==> src/include/smrs_pkg.sv <==
/*
 * smrs_pkg: register offsets, field positions, reset values and timing
 * constants for the stop-mode recovery selector.
 * Assumes byte-wide registers placed on 32-bit Avalon-MM words.
 */
package smrs_pkg;
	// register indices as printed; byte address is four times the index
	localparam logic [7:0] IDX_CTRL = 8'h0B;
	localparam logic [7:0] IDX_CTRL2 = 8'h0D;
	localparam logic [7:0] IDX_STATUS = 8'h10;
	localparam logic [7:0] IDX_CMD = 8'h11;
	localparam int ADDR_W = 8;

	// first control register fields
	localparam int CTRL_SRC_LSB = 2;
	localparam int CTRL_DELAY_BIT = 5;
	localparam int CTRL_LEVEL_BIT = 6;
	localparam int CTRL_FLAG_BIT = 7;
	// second control register fields
	localparam int CTRL2_SRC_LSB = 2;
	localparam int CTRL2_LEVEL_BIT = 6;

	localparam logic [2:0] SRC_RESET = 3'h0;
	localparam logic LEVEL_RESET = 1'b0;
	localparam logic DELAY_RESET = 1'b1;

	// command register bits
	localparam int CMD_STOP_BIT = 0;

	// oscillator settling time
	localparam int SETTLE_US = 100;
	localparam int CLK_MHZ = 20;
	localparam int SETTLE_CYC = SETTLE_US * CLK_MHZ;
	localparam int SETTLE_W = 12;

	typedef enum logic [1:0] {
		SMRS_RUN = 2'b00,
		SMRS_STOP = 2'b01,
		SMRS_SETTLE = 2'b10
	} smrs_state_e;
endpackage : smrs_pkg
==> src/design/smrs_top.sv <==
/*
 * smrs_top: stop-mode recovery selector with Avalon-MM register slave.
 * Assumes one 20 MHz clock, power-on reset on i_rst_n, a separate
 * stop-recovery reset request, and port lines synchronous to the clock.
 */
// Behaviour
// - first source field picks reset-only, port-three lines 1-3 or port-two line 7 singly, or port-two NORs.
// - second field 001/010 give NAND of port-two lines 0-3 or 0-7.
// - second field 011/100 give NOR/NAND of port-three lines 1-3.
// - second field 101/110 add port-zero lines 0 and 7 to those.
// - second field 111 adds port-two lines 0-2; 000 means reset-only.
// - either qualified wake event ends stop mode.
// - first level bit picks active polarity, reset default low.
// - second level bit picks polarity of the second source.
// - stop flag reads 0 after power-on, 1 after stop recovery.
// - power-on-only fields survive stop-mode recovery.
// - first register bits 6-0 write-only, bit 7 read-only flag.
// - second source field keeps its value through stop recovery.
`timescale 1ns/1ps
module smrs_top #(
	parameter int SETTLE_CYCLES = smrs_pkg::SETTLE_CYC
) (
	// clock and reset
	input wire logic i_clk_sys,
	input wire logic i_rst_n,
	// stop-mode recovery reset from the core
	input wire logic i_stop_reset,
	// Avalon-MM slave
	input wire logic [7:0] i_avs_address,
	input wire logic i_avs_read,
	input wire logic i_avs_write,
	input wire logic [31:0] i_avs_writedata,
	input wire logic [3:0] i_avs_byteenable,
	output logic [31:0] o_avs_readdata,
	output logic o_avs_waitrequest,
	// port lines
	input wire logic [7:0] i_port_zero,
	input wire logic [7:0] i_port_two,
	input wire logic [7:0] i_port_three,
	// core clock control
	output logic o_clk_run,
	output logic o_hold_exec,
	output logic o_stopped
);
	logic [2:0] src1;
	logic level1;
	logic delay_on;
	logic stop_flag;
	logic [2:0] src2;
	logic level2;
	logic wake;
	logic ack;
	logic req;
	logic wr_low;
	logic [7:0] idx;
	logic [7:0] wdat;
	logic stop_cmd;
	logic [11:0] settle_cnt;
	smrs_pkg::smrs_state_e state;
	smrs_pkg::smrs_state_e next_state;

	assign req = (i_avs_read | i_avs_write) & ~ack;
	assign idx = i_avs_address;
	assign wdat = i_avs_writedata[7:0];
	// writes land at the edge where the master sees waitrequest low
	assign wr_low = i_avs_write & ack & i_avs_byteenable[0];

	// one wait cycle: ack rises the cycle after a request appears
	always_ff @(posedge i_clk_sys or negedge i_rst_n) begin
		if (!i_rst_n) begin
			ack <= 1'b0;
		end else begin
			ack <= req;
		end
	end

	always_ff @(posedge i_clk_sys or negedge i_rst_n) begin
		if (!i_rst_n) begin
			o_avs_waitrequest <= 1'b1;
		end else begin
			o_avs_waitrequest <= ~req;
		end
	end

	// power-on-only fields: stop reset does not touch them
	always_ff @(posedge i_clk_sys or negedge i_rst_n) begin
		if (!i_rst_n) begin
			src1 <= smrs_pkg::SRC_RESET;
			level1 <= smrs_pkg::LEVEL_RESET;
			delay_on <= smrs_pkg::DELAY_RESET;
			src2 <= smrs_pkg::SRC_RESET;
			level2 <= smrs_pkg::LEVEL_RESET;
		end else if (wr_low) begin
			if (idx == smrs_pkg::IDX_CTRL) begin
				// bit 7 ignored on write
				src1 <= wdat[smrs_pkg::CTRL_SRC_LSB +: 3];
				delay_on <= wdat[smrs_pkg::CTRL_DELAY_BIT];
				level1 <= wdat[smrs_pkg::CTRL_LEVEL_BIT];
			end
			if (idx == smrs_pkg::IDX_CTRL2) begin
				src2 <= wdat[smrs_pkg::CTRL2_SRC_LSB +: 3];
				level2 <= wdat[smrs_pkg::CTRL2_LEVEL_BIT];
			end
		end
	end

	// stop flag: set on recovery, cleared only by power-on
	always_ff @(posedge i_clk_sys or negedge i_rst_n) begin
		if (!i_rst_n) begin
			stop_flag <= 1'b0;
		end else if (i_stop_reset || (state == smrs_pkg::SMRS_STOP && wake)) begin
			stop_flag <= 1'b1;
		end
	end

	assign stop_cmd = wr_low && idx == smrs_pkg::IDX_CMD
		&& wdat[smrs_pkg::CMD_STOP_BIT];

	always_ff @(posedge i_clk_sys or negedge i_rst_n) begin
		if (!i_rst_n) begin
			o_avs_readdata <= 32'h0;
		end else if (i_avs_read && req) begin
			case (idx)
				// write-only bits read zero
				smrs_pkg::IDX_CTRL:
					o_avs_readdata <= {24'h0, stop_flag, 7'h0};
				smrs_pkg::IDX_STATUS:
					o_avs_readdata <= {29'h0, o_hold_exec, o_stopped, wake};
				default: o_avs_readdata <= 32'h0;
			endcase
		end
	end

	smrs_wake_sel u_wake (
		.i_clk_sys(i_clk_sys),
		.i_rst_n(i_rst_n),
		.i_src1(src1),
		.i_level1(level1),
		.i_src2(src2),
		.i_level2(level2),
		.i_port_zero(i_port_zero),
		.i_port_two(i_port_two),
		.i_port_three(i_port_three),
		.o_wake(wake)
	);

	always_comb begin
		next_state = state;
		case (state)
			smrs_pkg::SMRS_RUN:
				if (stop_cmd) next_state = smrs_pkg::SMRS_STOP;
			smrs_pkg::SMRS_STOP:
				if (wake) begin
					next_state = delay_on ? smrs_pkg::SMRS_SETTLE
						: smrs_pkg::SMRS_RUN;
				end
			smrs_pkg::SMRS_SETTLE:
				if (settle_cnt == 12'h0) next_state = smrs_pkg::SMRS_RUN;
			default: next_state = smrs_pkg::SMRS_RUN;
		endcase
	end

	always_ff @(posedge i_clk_sys or negedge i_rst_n) begin
		if (!i_rst_n) begin
			state <= smrs_pkg::SMRS_RUN;
		end else begin
			state <= next_state;
		end
	end

	// counter reloads on every cycle in stop, then counts down to zero in any state
	always_ff @(posedge i_clk_sys or negedge i_rst_n) begin
		if (!i_rst_n) begin
			settle_cnt <= 12'h0;
		end else if (state == smrs_pkg::SMRS_STOP) begin
			settle_cnt <= 12'(SETTLE_CYCLES - 1);
		end else if (settle_cnt != 12'h0) begin
			settle_cnt <= settle_cnt - 12'h1;
		end
	end

	always_ff @(posedge i_clk_sys or negedge i_rst_n) begin
		if (!i_rst_n) begin
			o_clk_run <= 1'b1;
			o_hold_exec <= 1'b0;
			o_stopped <= 1'b0;
		end else begin
			o_clk_run <= next_state != smrs_pkg::SMRS_STOP;
			o_hold_exec <= next_state != smrs_pkg::SMRS_RUN;
			o_stopped <= next_state == smrs_pkg::SMRS_STOP;
		end
	end
endmodule : smrs_top

==> src/design/smrs_wake_sel.sv <==
/*
 * smrs_wake_sel: decodes both recovery-source selections against the
 * port lines and applies each polarity bit; registered wake output.
 * Assumes port lines are synchronous to the system clock.
 */
`timescale 1ns/1ps
module smrs_wake_sel (
	// clock and reset
	input wire logic i_clk_sys,
	input wire logic i_rst_n,
	// selections
	input wire logic [2:0] i_src1,
	input wire logic i_level1,
	input wire logic [2:0] i_src2,
	input wire logic i_level2,
	// port lines
	input wire logic [7:0] i_port_zero,
	input wire logic [7:0] i_port_two,
	input wire logic [7:0] i_port_three,
	// qualified wake
	output logic o_wake
);
	logic raw1;
	logic raw2;
	logic en1;
	logic en2;
	logic [2:0] p3;
	logic [4:0] p3p0;
	logic [5:0] p3p2;

	assign p3 = i_port_three[3:1];
	assign p3p0 = {p3, i_port_zero[0], i_port_zero[7]};
	assign p3p2 = {p3, i_port_two[2:0]};

	always_comb begin
		en1 = 1'b1;
		case (i_src1)
			3'h2: raw1 = i_port_three[1];
			3'h3: raw1 = i_port_three[2];
			3'h4: raw1 = i_port_three[3];
			3'h5: raw1 = i_port_two[7];
			3'h6: raw1 = ~|i_port_two[3:0];
			3'h7: raw1 = ~|i_port_two;
			default: begin
				// 000 reset only, 001 reserved: no pin wake
				raw1 = 1'b0;
				en1 = 1'b0;
			end
		endcase
	end

	always_comb begin
		en2 = 1'b1;
		case (i_src2)
			3'h1: raw2 = ~&i_port_two[3:0];
			3'h2: raw2 = ~&i_port_two;
			3'h3: raw2 = ~|p3;
			3'h4: raw2 = ~&p3;
			3'h5: raw2 = ~|p3p0;
			3'h6: raw2 = ~&p3p0;
			3'h7: raw2 = ~&p3p2;
			default: begin
				raw2 = 1'b0;
				en2 = 1'b0;
			end
		endcase
	end

	// level 0 means a low signal is the event, hence the inversion
	always_ff @(posedge i_clk_sys or negedge i_rst_n) begin
		if (!i_rst_n) begin
			o_wake <= 1'b0;
		end else begin
			o_wake <= (en1 & (raw1 ^ ~i_level1))
				| (en2 & (raw2 ^ ~i_level2));
		end
	end
endmodule : smrs_wake_sel

==> config.mk <==
export PLATFORM = sky130hd
export DESIGN_NAME = smrs_top
export DESIGN_NICKNAME = d
export VERILOG_FILES = /design/src/include/smrs_pkg.sv /design/src/design/smrs_top.sv /design/src/design/smrs_wake_sel.sv
export SDC_FILE = /design/constraint.sdc
export NUM_CORES = 1
export LEC_CHECK = 0
export BUFFER_PORTS_ARGS = -buffer_cell sky130_fd_sc_hd__buf_4
export CORE_MARGIN = 2
export CORE_UTILIZATION = 48
export CTS_CLUSTER_DIAMETER = 100
export DETAILED_ROUTE_END_ITERATION = 8
export GPL_TIMING_DRIVEN = 0
export PLACE_DENSITY_LB_ADDON = 0.3
export SLEW_MARGIN = 20
export SYNTH_ARGS = -nofsm -noshare
export SYNTH_HDL_FRONTEND = slang
export SYNTH_SLANG_ARGS = --single-unit
==> constraint.sdc <==
create_clock -name i_clk_sys -period 5.3 [get_ports i_clk_sys]
set_clock_uncertainty 0.2 [all_clocks]
set_input_delay 0.53 -clock i_clk_sys [delete_from_list [all_inputs] [get_ports i_clk_sys]]
set_output_delay 0.53 -clock i_clk_sys [all_outputs]
set_load 0.02 [all_outputs]
-- Word level (Yosys, flattened, before mapping)
Index checks and enable logic that the tools add are counted.
- bits in registers: 62
- bits in latches: 0
- bits in writable memories: 0
- memory bits (read-only): 0
- input port bits: 73
- word-level logic and storage cells: 94
- memories kept: 0
- add/subtract/negate cells: 1
- multiply operators: 0
- divide/modulo/power cells: 0
- $lt $le $gt $ge: 0
- equality and inequality tests: 21
- shift-type cells: 0
- muxes and demuxes: 12
- bitwise operators: 13
- reductions and logical operators: 32
- operator list (kind ; count):
    $eq A3 B3 Y1 const B ; 8
    $mux W12 ; 2
    $eq A8 B4 Y1 const B ; 2
    $eq A8 B5 Y1 const B ; 2
    $pmux W8 S2 ; 1
    $eq A3 B2 Y1 const B ; 4
    $logic_not A12 Y1 ; 1
    $reduce_bool A12 Y1 ; 1
    $sub A12 B1 Y12 const B ; 1
    $logic_not A1 Y1 ; 9
    $mux W2 ; 4
    $reduce_and A8 Y1 ; 1
    $reduce_or A8 Y1 ; 1
    $pmux W1 S7 ; 1
    $reduce_or A7 Y1 ; 1
    $pmux W1 S6 ; 1
    $pmux W2 S3 ; 1
    $reduce_and A6 Y1 ; 1
    $reduce_or A6 Y1 ; 1
    $and A1 B1 Y1 ; 5
    $reduce_and A5 Y1 ; 1
    $reduce_or A5 Y1 ; 1
    $eq A2 B1 Y1 const B ; 2
    $logic_and A1 B1 Y1 ; 4
    other kinds (15) ; 23

-- Longest topological paths before layout
Gate-level depths: netlist of the first run.
- depth after elaboration: 7
- gate-level depth with buffers: 7
- mapped depth without buffers: 7

-- Hierarchy
Synthesis of the first run repeated with hierarchy kept, for this count alone.
- cells, all modules: 192
- area total of the unflattened synthesis: 1973.1 um^2
- modules (own cells, without submodules) (module ; times used ; cells an instance ; area an instance (um^2) ; sequential area each (um^2)):
    smrs_top ; 1 ; 156 ; 1702.9 ; 829.5
    smrs_wake_sel ; 1 ; 36 ; 270.3 ; 25.0

-- Worst setup path before layout of the first run
OpenSTA, ideal clock, no wires.
- kind: input-to-reg
- start: input i_avs_address[5]
- end: register level1
- library setup time: 125 ps
- data arrival time: 1689 ps
- data required time: 4975 ps
- slack: 3286 ps
- stages on the path: 4
- path buffers: 0
- path through: nor3_1 nand4b_1 nor4b_4 mux2_2
- longest elaborated chain between the ends: 2
- ends and longest elaborated chain (item ; RTL line ; RTL):
    start: declaration ; smrs_top.sv:29 ; input wire logic [7:0] i_avs_address,
    $eq A8 B4 Y1 ; smrs_top.sv:94 ; if (idx == smrs_pkg::IDX_CTRL) begin
    $reduce_and A2 Y1 (no source line) ; - ;
    end signal: assignment ; smrs_top.sv:89 ; level1 <= smrs_pkg::LEVEL_RESET;
    end signal: assignment ; smrs_top.sv:98 ; level1 <= wdat[smrs_pkg::CTRL_LEVEL_BIT];
    end: declaration ; smrs_top.sv:46 ; logic level1;
No other way between the ends.
A chain may end at the register's enable or synchronous reset.

-- Worst setup path after layout of the first run
- start: register settle_cnt[0]
- end: register settle_cnt[3]
- longest elaborated chain between the ends: 3
- elaborated cells on any way between the ends: 5
- ends and longest elaborated chain (item ; RTL line ; RTL):
    start: declaration ; smrs_top.sv:58 ; logic [11:0] settle_cnt;
    start signal: assignment ; smrs_top.sv:176 ; settle_cnt <= 12'(SETTLE_CYCLES - 1);
    start signal: assignment ; smrs_top.sv:178 ; settle_cnt <= settle_cnt - 12'h1;
    $sub A12 B1 Y12 ; smrs_top.sv:178 ;
    $mux W12 ; smrs_top.sv:177 ; end else if (settle_cnt != 12'h0) begin
    $mux W12 ; smrs_top.sv:175 ; end else if (state == smrs_pkg::SMRS_STOP) begin
Parallel ways exist; a longest one is shown, timed or not. The select of a mux whose other input is x is not followed.

==> run_results.csv, run 1 <==
group,metric,value,unit
routing,drc,0,
layout,fin_area,0.002509,mm²
routing,wire_per_inst,12.04,µm
synthesis,yosysMostFrequentCell,"dfrtp_1",
power_and_ir_drop,ir_worst_vdd,0.1268,mV
timing,fmax,0.4595,GHz
floorplanning,dieArea,0.004565,mm²
routing,firstDrtPassIters,4,
synthesis,syn_area,0.001939,mm²
timing,slew_viol_final,0,
timing,period_needed,2.176,ns
setup_path,path_class,"register to register",
routing,wirelength,3.817,mm
timing,fin_ws,3.124,ns
synthesis,synthArstFlopShare,1.000,
setup_path,endpoint_kind,"register",
layout,nets,340,
cts,clock_latency,0.29,ns
placement,place_ws,2.874,ns
routing,vias_per_cell,4.975,
layout,syn_to_final_growth,29.36,%
synthesis,yosys.area.top_type_share,0.4000,
setup_path,crit_fanout,7,
setup_path,cp-start-kind,"register",
placement,gp_congestion,0.7638,
layout,layout.cells.non_filler,317,
setup_path,arrival,2.14,ns
floorplanning,coreArea,0.003943,mm²
timing,rsz0062_at_grt,"no",
global_route,antenna_found_initial,0,
synthesis,yosys_register_bits,34,
global_route,grt_pass1_vias,1426,
cts,cts-root-buf,"clkbuf_8",
timing,worstMarginPinSlew,0.6224,ns
status,status,"finished clean",
timing,relSlewSlack,0.5816,
synthesis,synth_cells,191,
global_route,grt_max_degree,35,
synthesis,synthTopCellsByCount,"dfrtp_1, buf_4, nor2_1, nand2_1",
cts,cts_sinks,34,
floorplanning,die_y,67.57,µm
global_route,gr-total-overflow,0,
floorplanning,ios,109,
routing,vias,1577,
global_route,grtUsageTotal,0.1818,
timing,min_period_over_period,0.4106,
timing,fin_tns_setup,0,ns
flow_run,maxCapViolations,0,
placement,io_buffers,40,
floorplanning,std_cell_rows,23,
synthesis,synthTopCellsByArea,"dfrtp_1, buf_4, mux2_2, dfstp_2, nor2_1",
cts,clock_path_buffers,2,
synthesis,postSynthAreaPerCell,10.15,µm²
timing,setup_viol,0,
cts,numCtsBuffers,5,
cts,post-cts-setup-buffers,0,
power_and_ir_drop,power,0.6588,mW
routing,first_iter_violations,59,
floorplanning,start_util,0.4919,
synthesis,synth-edff-count,0,
worst_hold_path,hold_path.class,"input port to register",
layout,diodes,0,
placement,dp_hpwl,2.935,mm
setup_path,critPathRequiredTime,5.26,ns
cts,cts_tree,"yes",
placement,placed_cells,308,
power_and_ir_drop,powerDensity,262.6,mW/mm²
power_and_ir_drop,cellLeakagePower,1.213,nW
floorplanning,die_w,67.57,µm
routing,drtAntennaViolNets,0,
layout,drive_gt1_frac,0.3633,
synthesis,synthFlopType,"dfrtp_1",
timing,timing.final.hold_violations,0,
global_route,grt_first_pass_wirelength,6.216,mm
cts,h-tree-depth,2,
synthesis,yosys_warnings,0,
cts,clkSlewWorstSetupHoldPaths,0.07,ns
synthesis,synth_seq_area_share,0.4406,
placement,dpl-instance-area,0.002404,mm²
synthesis,synth_top_area_cell,"dfrtp_1",
synthesis,synth_cell_types,47,
==> state kept, by name (all words and copies together) (netlist names) <==
| signal | cells |
|---|---|
| ack | 1 |
| delay_on | 1 |
| level1 | 1 |
| level2 | 1 |
| o_avs_readdata | 4 |
| o_avs_waitrequest | 1 |
| o_clk_run | 1 |
| o_hold_exec | 1 |
| o_stopped | 1 |
| settle_cnt | 12 |
| src1 | 3 |
| src2 | 3 |
| state | 2 |
| stop_flag | 1 |
| u_wake.o_wake | 1 |
==> layout by cell type, fill, tap and decap left out, drive strengths merged, types with 2 or more instances in the layout <==
cell type / netlist / final
or2: 2 / 2
dfstp: 3 / 3
a22o: 3 / 3
o32ai: 2 / 2
conb: 1 / 28
buf: 28 / 68
nand4: 3 / 3
o211ai: 3 / 3
nor4: 3 / 3
nand2b: 4 / 4
nor3: 6 / 6
clkbuf: 2 / 8
nand3: 9 / 9
dfrtp: 31 / 31
or3: 2 / 2
a21oi: 7 / 7
o31ai: 4 / 4
nand3b: 2 / 2
nand4b: 3 / 3
nor4b: 2 / 2
mux2: 9 / 9
o41ai: 2 / 2
inv: 7 / 7
nor2: 13 / 13
or4: 3 / 3
o21ai: 8 / 8
nand2: 10 / 10
xnor2: 4 / 4
mux2i: 4 / 4
==> through the flow <==
step,util,hold WS [ns]
global route,0.6363,0.2283
CTS,0.6363,0.2237
finish,0.6363,0.2324
detailed placement,0.6096,0.2570
floorplan,-,0.03441
global placement,0.6096,0.2490
==> layer usage <==
| layer | part of all wire | GRT usage | up-vias |
|---|---|---|---|
| met5 | 0 | 0 | - |
| met4 | 0.019 | 0.07908 | 0 |
| met3 | 0.072 | 0.03667 | 8 |
| met2 | 0.47 | 0.3027 | 59 |
| met1 | 0.44 | 0.2277 | 725 |
| li1 | - | - | 785 |
==> final cells by class <==
cell class                 count  area [µm²]
clock inverter                 2       12.51
timing repair buffer          41       310.3
multi-input combinational    147       942.2
sequential                    34       854.6
clock buffer                   6       82.58
fill                         340        1434
inverter                       7       26.28
buffer                        30       217.7
tap                           50       62.56
==> logic make-up (layout without fill, tap and decap cells) <==
logic type	Yosys count	after routing	share of synthesized area
XOR/XNOR	5	5	0.02258
buffers and inverters	37	86	0.1258
AO/OA/AOI/OAI	33	33	0.1168
adder cells (fa/ha/maj)	1	1	0.006451
other	1	28	0.001934
AND/OR/NAND/NOR	67	67	0.2129
flip-flops	34	34	0.4406
multiplexers	13	13	0.07291
==> timing repair <==
| item | 4_1_cts | 5_1_grt |
|---|---|---|
| hold endpoints to repair | 31 | 0 |
| gates resized for setup | 0 | 0 |
| hold buffers | 1 | 0 |
==> worst paths after layout <==
check,slack [ns],from,endpoint,cells past startpoint
worst min register to register,0.27,stop_flag,stop_flag,1
max in group asynchronous,4.02,i_rst_n,o_avs_waitrequest,2
min in group asynchronous,0.53,i_rst_n,settle_cnt[9],2
worst max register to register,3.12,settle_cnt[0],settle_cnt[3],7
worst min-delay path,0.23,i_stop_reset,stop_flag,2
worst max-delay path,3.12,settle_cnt[0],settle_cnt[3],7
==> critical path, cell delays in order (launching register included) <==
cell	delay [ns]
dfrtp_1	0.39
inv_1	0.09
ha_1	0.18
or3b_2	0.53
nor3_4	0.31
nor4_1	0.11
xnor2_1	0.16
nand2_1	0.08
==> where the power goes <==
group          total [mW]  switching [mW]  internal, mW
logic               0.129          0.0646        0.0644
clock network       0.201          0.0969         0.104
registers           0.329          0.0359         0.293
total               0.659           0.197         0.461
(Power assumes the default switching activity.)
==> run 2, diff against run 1 <==
CORE_UTILIZATION = 44   (was 48)
clock period = 2.1 ns   (was 5.3 ns; I/O delays follow)
==> run 2 against run 1 <==
Effect of this change:
- wire length shrank 2.0%
- flip-flop and latch count is the same
- setup slack lost 3.0 ns
- die area grew 8.5%
- sequential share of layout area shrank 1.7 points
- largest cell class unchanged
- sequential power grew to 2.5 times the previous value
- combinational power grew to 2.6 times the previous value
- final area grew 5.3%
- largest power group unchanged
==> run_results.csv, run 2 (synthesis gave the netlist of run 1 again) <==
group,metric,value,unit
cts,clkSlewWorstSetupHoldPaths,0.08,ns
timing,min_period_over_period,0.9508,
power_and_ir_drop,power,1.890,mW
setup_path,endpoint_kind,"register",
routing,vias,1567,
cts,clock_latency,0.29,ns
layout,diodes,0,
global_route,grtUsageTotal,0.1597,
timing,setup_viol,0,
setup_path,arrival,1.96,ns
power_and_ir_drop,p_sw,0.5005,mW
layout,nets,349,
power_and_ir_drop,ir_worst_vdd,0.3141,mV
timing,fin_tns_setup,0,ns
power_and_ir_drop,powerDensity,715.5,mW/mm²
placement,dp_hpwl,2.876,mm
flow_run,maxCapViolations,0,
timing,fmax,0.5008,GHz
setup_path,path_class,"register to register",
floorplanning,dieArea,0.004955,mm²
power_and_ir_drop,seq_power_share,0.439,
power_and_ir_drop,clkPwrFrac,0.383,
cts,cts_sinks,34,
layout,seq_area,854.6,µm²
setup_path,critPathRequiredTime,2.06,ns
routing,vias_per_cell,4.777,
timing,rsz0062_at_grt,"yes",
timing,slew_viol_final,0,
layout,fillers,367,
setup_path,crit_path_max_incr_delay,0.59,ns
layout,layout_commonest_cell,"buf_4",
layout,drive_gt1_frac,0.3587,
cts,numCtsBuffers,5,
setup_path,cp_cell_sequence,"or4_4 -> nor3_4 -> nor4_1 -> xnor2_1 -> nand2_1",
setup_path,cp-start-kind,"register",
floorplanning,ios,109,
floorplanning,start_util,0.4516,
global_route,gr-total-overflow,0,
global_route,grt_max_degree,35,
worst_hold_path,hold_path.class,"input port to register",
power_and_ir_drop,p_sw_frac,0.2648,
timing,worstMarginPinSlew,0.6051,ns
floorplanning,std_cell_rows,24,
global_route,antenna_found_initial,0,
timing,period_needed,1.997,ns
cts,cts_tree,"yes",
cts,cts-root-buf,"clkbuf_8",
power_and_ir_drop,pwr-share-comb,0.178,
layout,multi_input_area,944.7,µm²
routing,wire_per_inst,11.41,µm
floorplanning,die_y,70.39,µm
global_route,grt_pass1_vias,1446,
timing,timing.final.hold_violations,0,
setup_path,cp_slowest_cell,"or4_4",
routing,first_iter_violations,88,
setup_path,crit_fanout,6,
cts,h-tree-depth,2,
timing,fin_ws,0.1033,ns
routing,firstDrtPassIters,4,
power_and_ir_drop,cellLeakagePower,1.274,nW
cts,clock_path_buffers,2,
placement,gp_congestion,0.8042,
placement,place_ws,-0.01057,ns
layout,top_regs,"settle_cnt: 12 flops, o_avs_readdata: 4 flops",
layout,largest_register_ffs,12,
floorplanning,coreArea,0.004294,mm²
power_and_ir_drop,p_int,1.389,mW
layout,mostFrequentLayoutCells,"buf_4, dfrtp_1, conb_1",
timing,relSlewSlack,0.5932,
layout,largest-register,"settle_cnt",
status,status,"finished clean",
routing,drc,0,
placement,io_buffers,40,
floorplanning,die_w,70.39,µm
layout,syn_to_final_growth,36.19,%
global_route,grt_first_pass_wirelength,6.403,mm
routing,wirelength,3.741,mm
routing,drtAntennaViolNets,0,
[run 2: worst max-delay path: cells and delay by family, from the launching register on]
family | cells | cell delay (ns)
simple gates | 4 | 1.10
flops | 1 | 0.42
xor+xnor | 1 | 0.15
[run 2: path summary, 6_finish.rpt]
path	slack (ns)	cells after the start	startpoint	to
min reg2reg	0.27	1	stop_flag	stop_flag
max in group asynchronous	1.16	2	i_rst_n	o_avs_waitrequest
max	0.10	5	settle_cnt[8]	settle_cnt[3]
min in group asynchronous	0.19	2	i_rst_n	settle_cnt[6]
min	0.05	3	i_avs_writedata[0]	o_stopped
max reg2reg	0.10	5	settle_cnt[8]	settle_cnt[3]
[run 2: metal layers]
| layer | routed length [µm] | track usage | part of all wire |
|---|---|---|---|
| met3 | 296 | 0.03608 | 0.079 |
| met1 | 1665 | 0.2096 | 0.45 |
| met2 | 1728 | 0.2547 | 0.46 |
| met5 | 0 | 0 | 0 |
| met4 | 51 | 0.06410 | 0.014 |
[run 2: stage by stage]
step | instance area (µm²) | hold WS (ns) | std cells | utilization
floorplan | 2041 | -0.2856 | 218 | -
global placement | 2406 | -0.01768 | 310 | 0.5603
detailed placement | 2406 | -0.01303 | 310 | 0.5603
CTS | 2634 | 0.03921 | 327 | 0.6133
global route | 2641 | 0.05194 | 328 | 0.6151
finish | 2641 | 0.04818 | 328 | 0.6151
[run 2: power groups by stage]
stage	Sequential, mW	Clock (mW)	Combinational (mW)
after CTS	0.829	0.743	0.333
after floorplan	0.822	0	0.221
after detailed placement	0.837	0	0.320
final	0.830	0.723	0.337
after global placement	0.835	0	0.309
after global routing	0.845	0.772	0.374
[run 2: cell type report]
class	instances	area share
flip-flops and latches	34	0.3235
multi-input cells	147	0.3577
inverters	7	0.009948
plain buffers	30	0.08243
clock buffers	5	0.02605
clock inverters	3	0.02605
well taps	52	0.02463
repair buffers	50	0.1497
[run 2: repair_timing]
action,in CTS,in global routing
hold buffers,8,0
gates cloned,0,0
buffers inserted,1,1
hold endpoints to repair,45,0
gates resized for setup,1,0
pin swaps,1,1
endpoints found under the setup margin,2,3
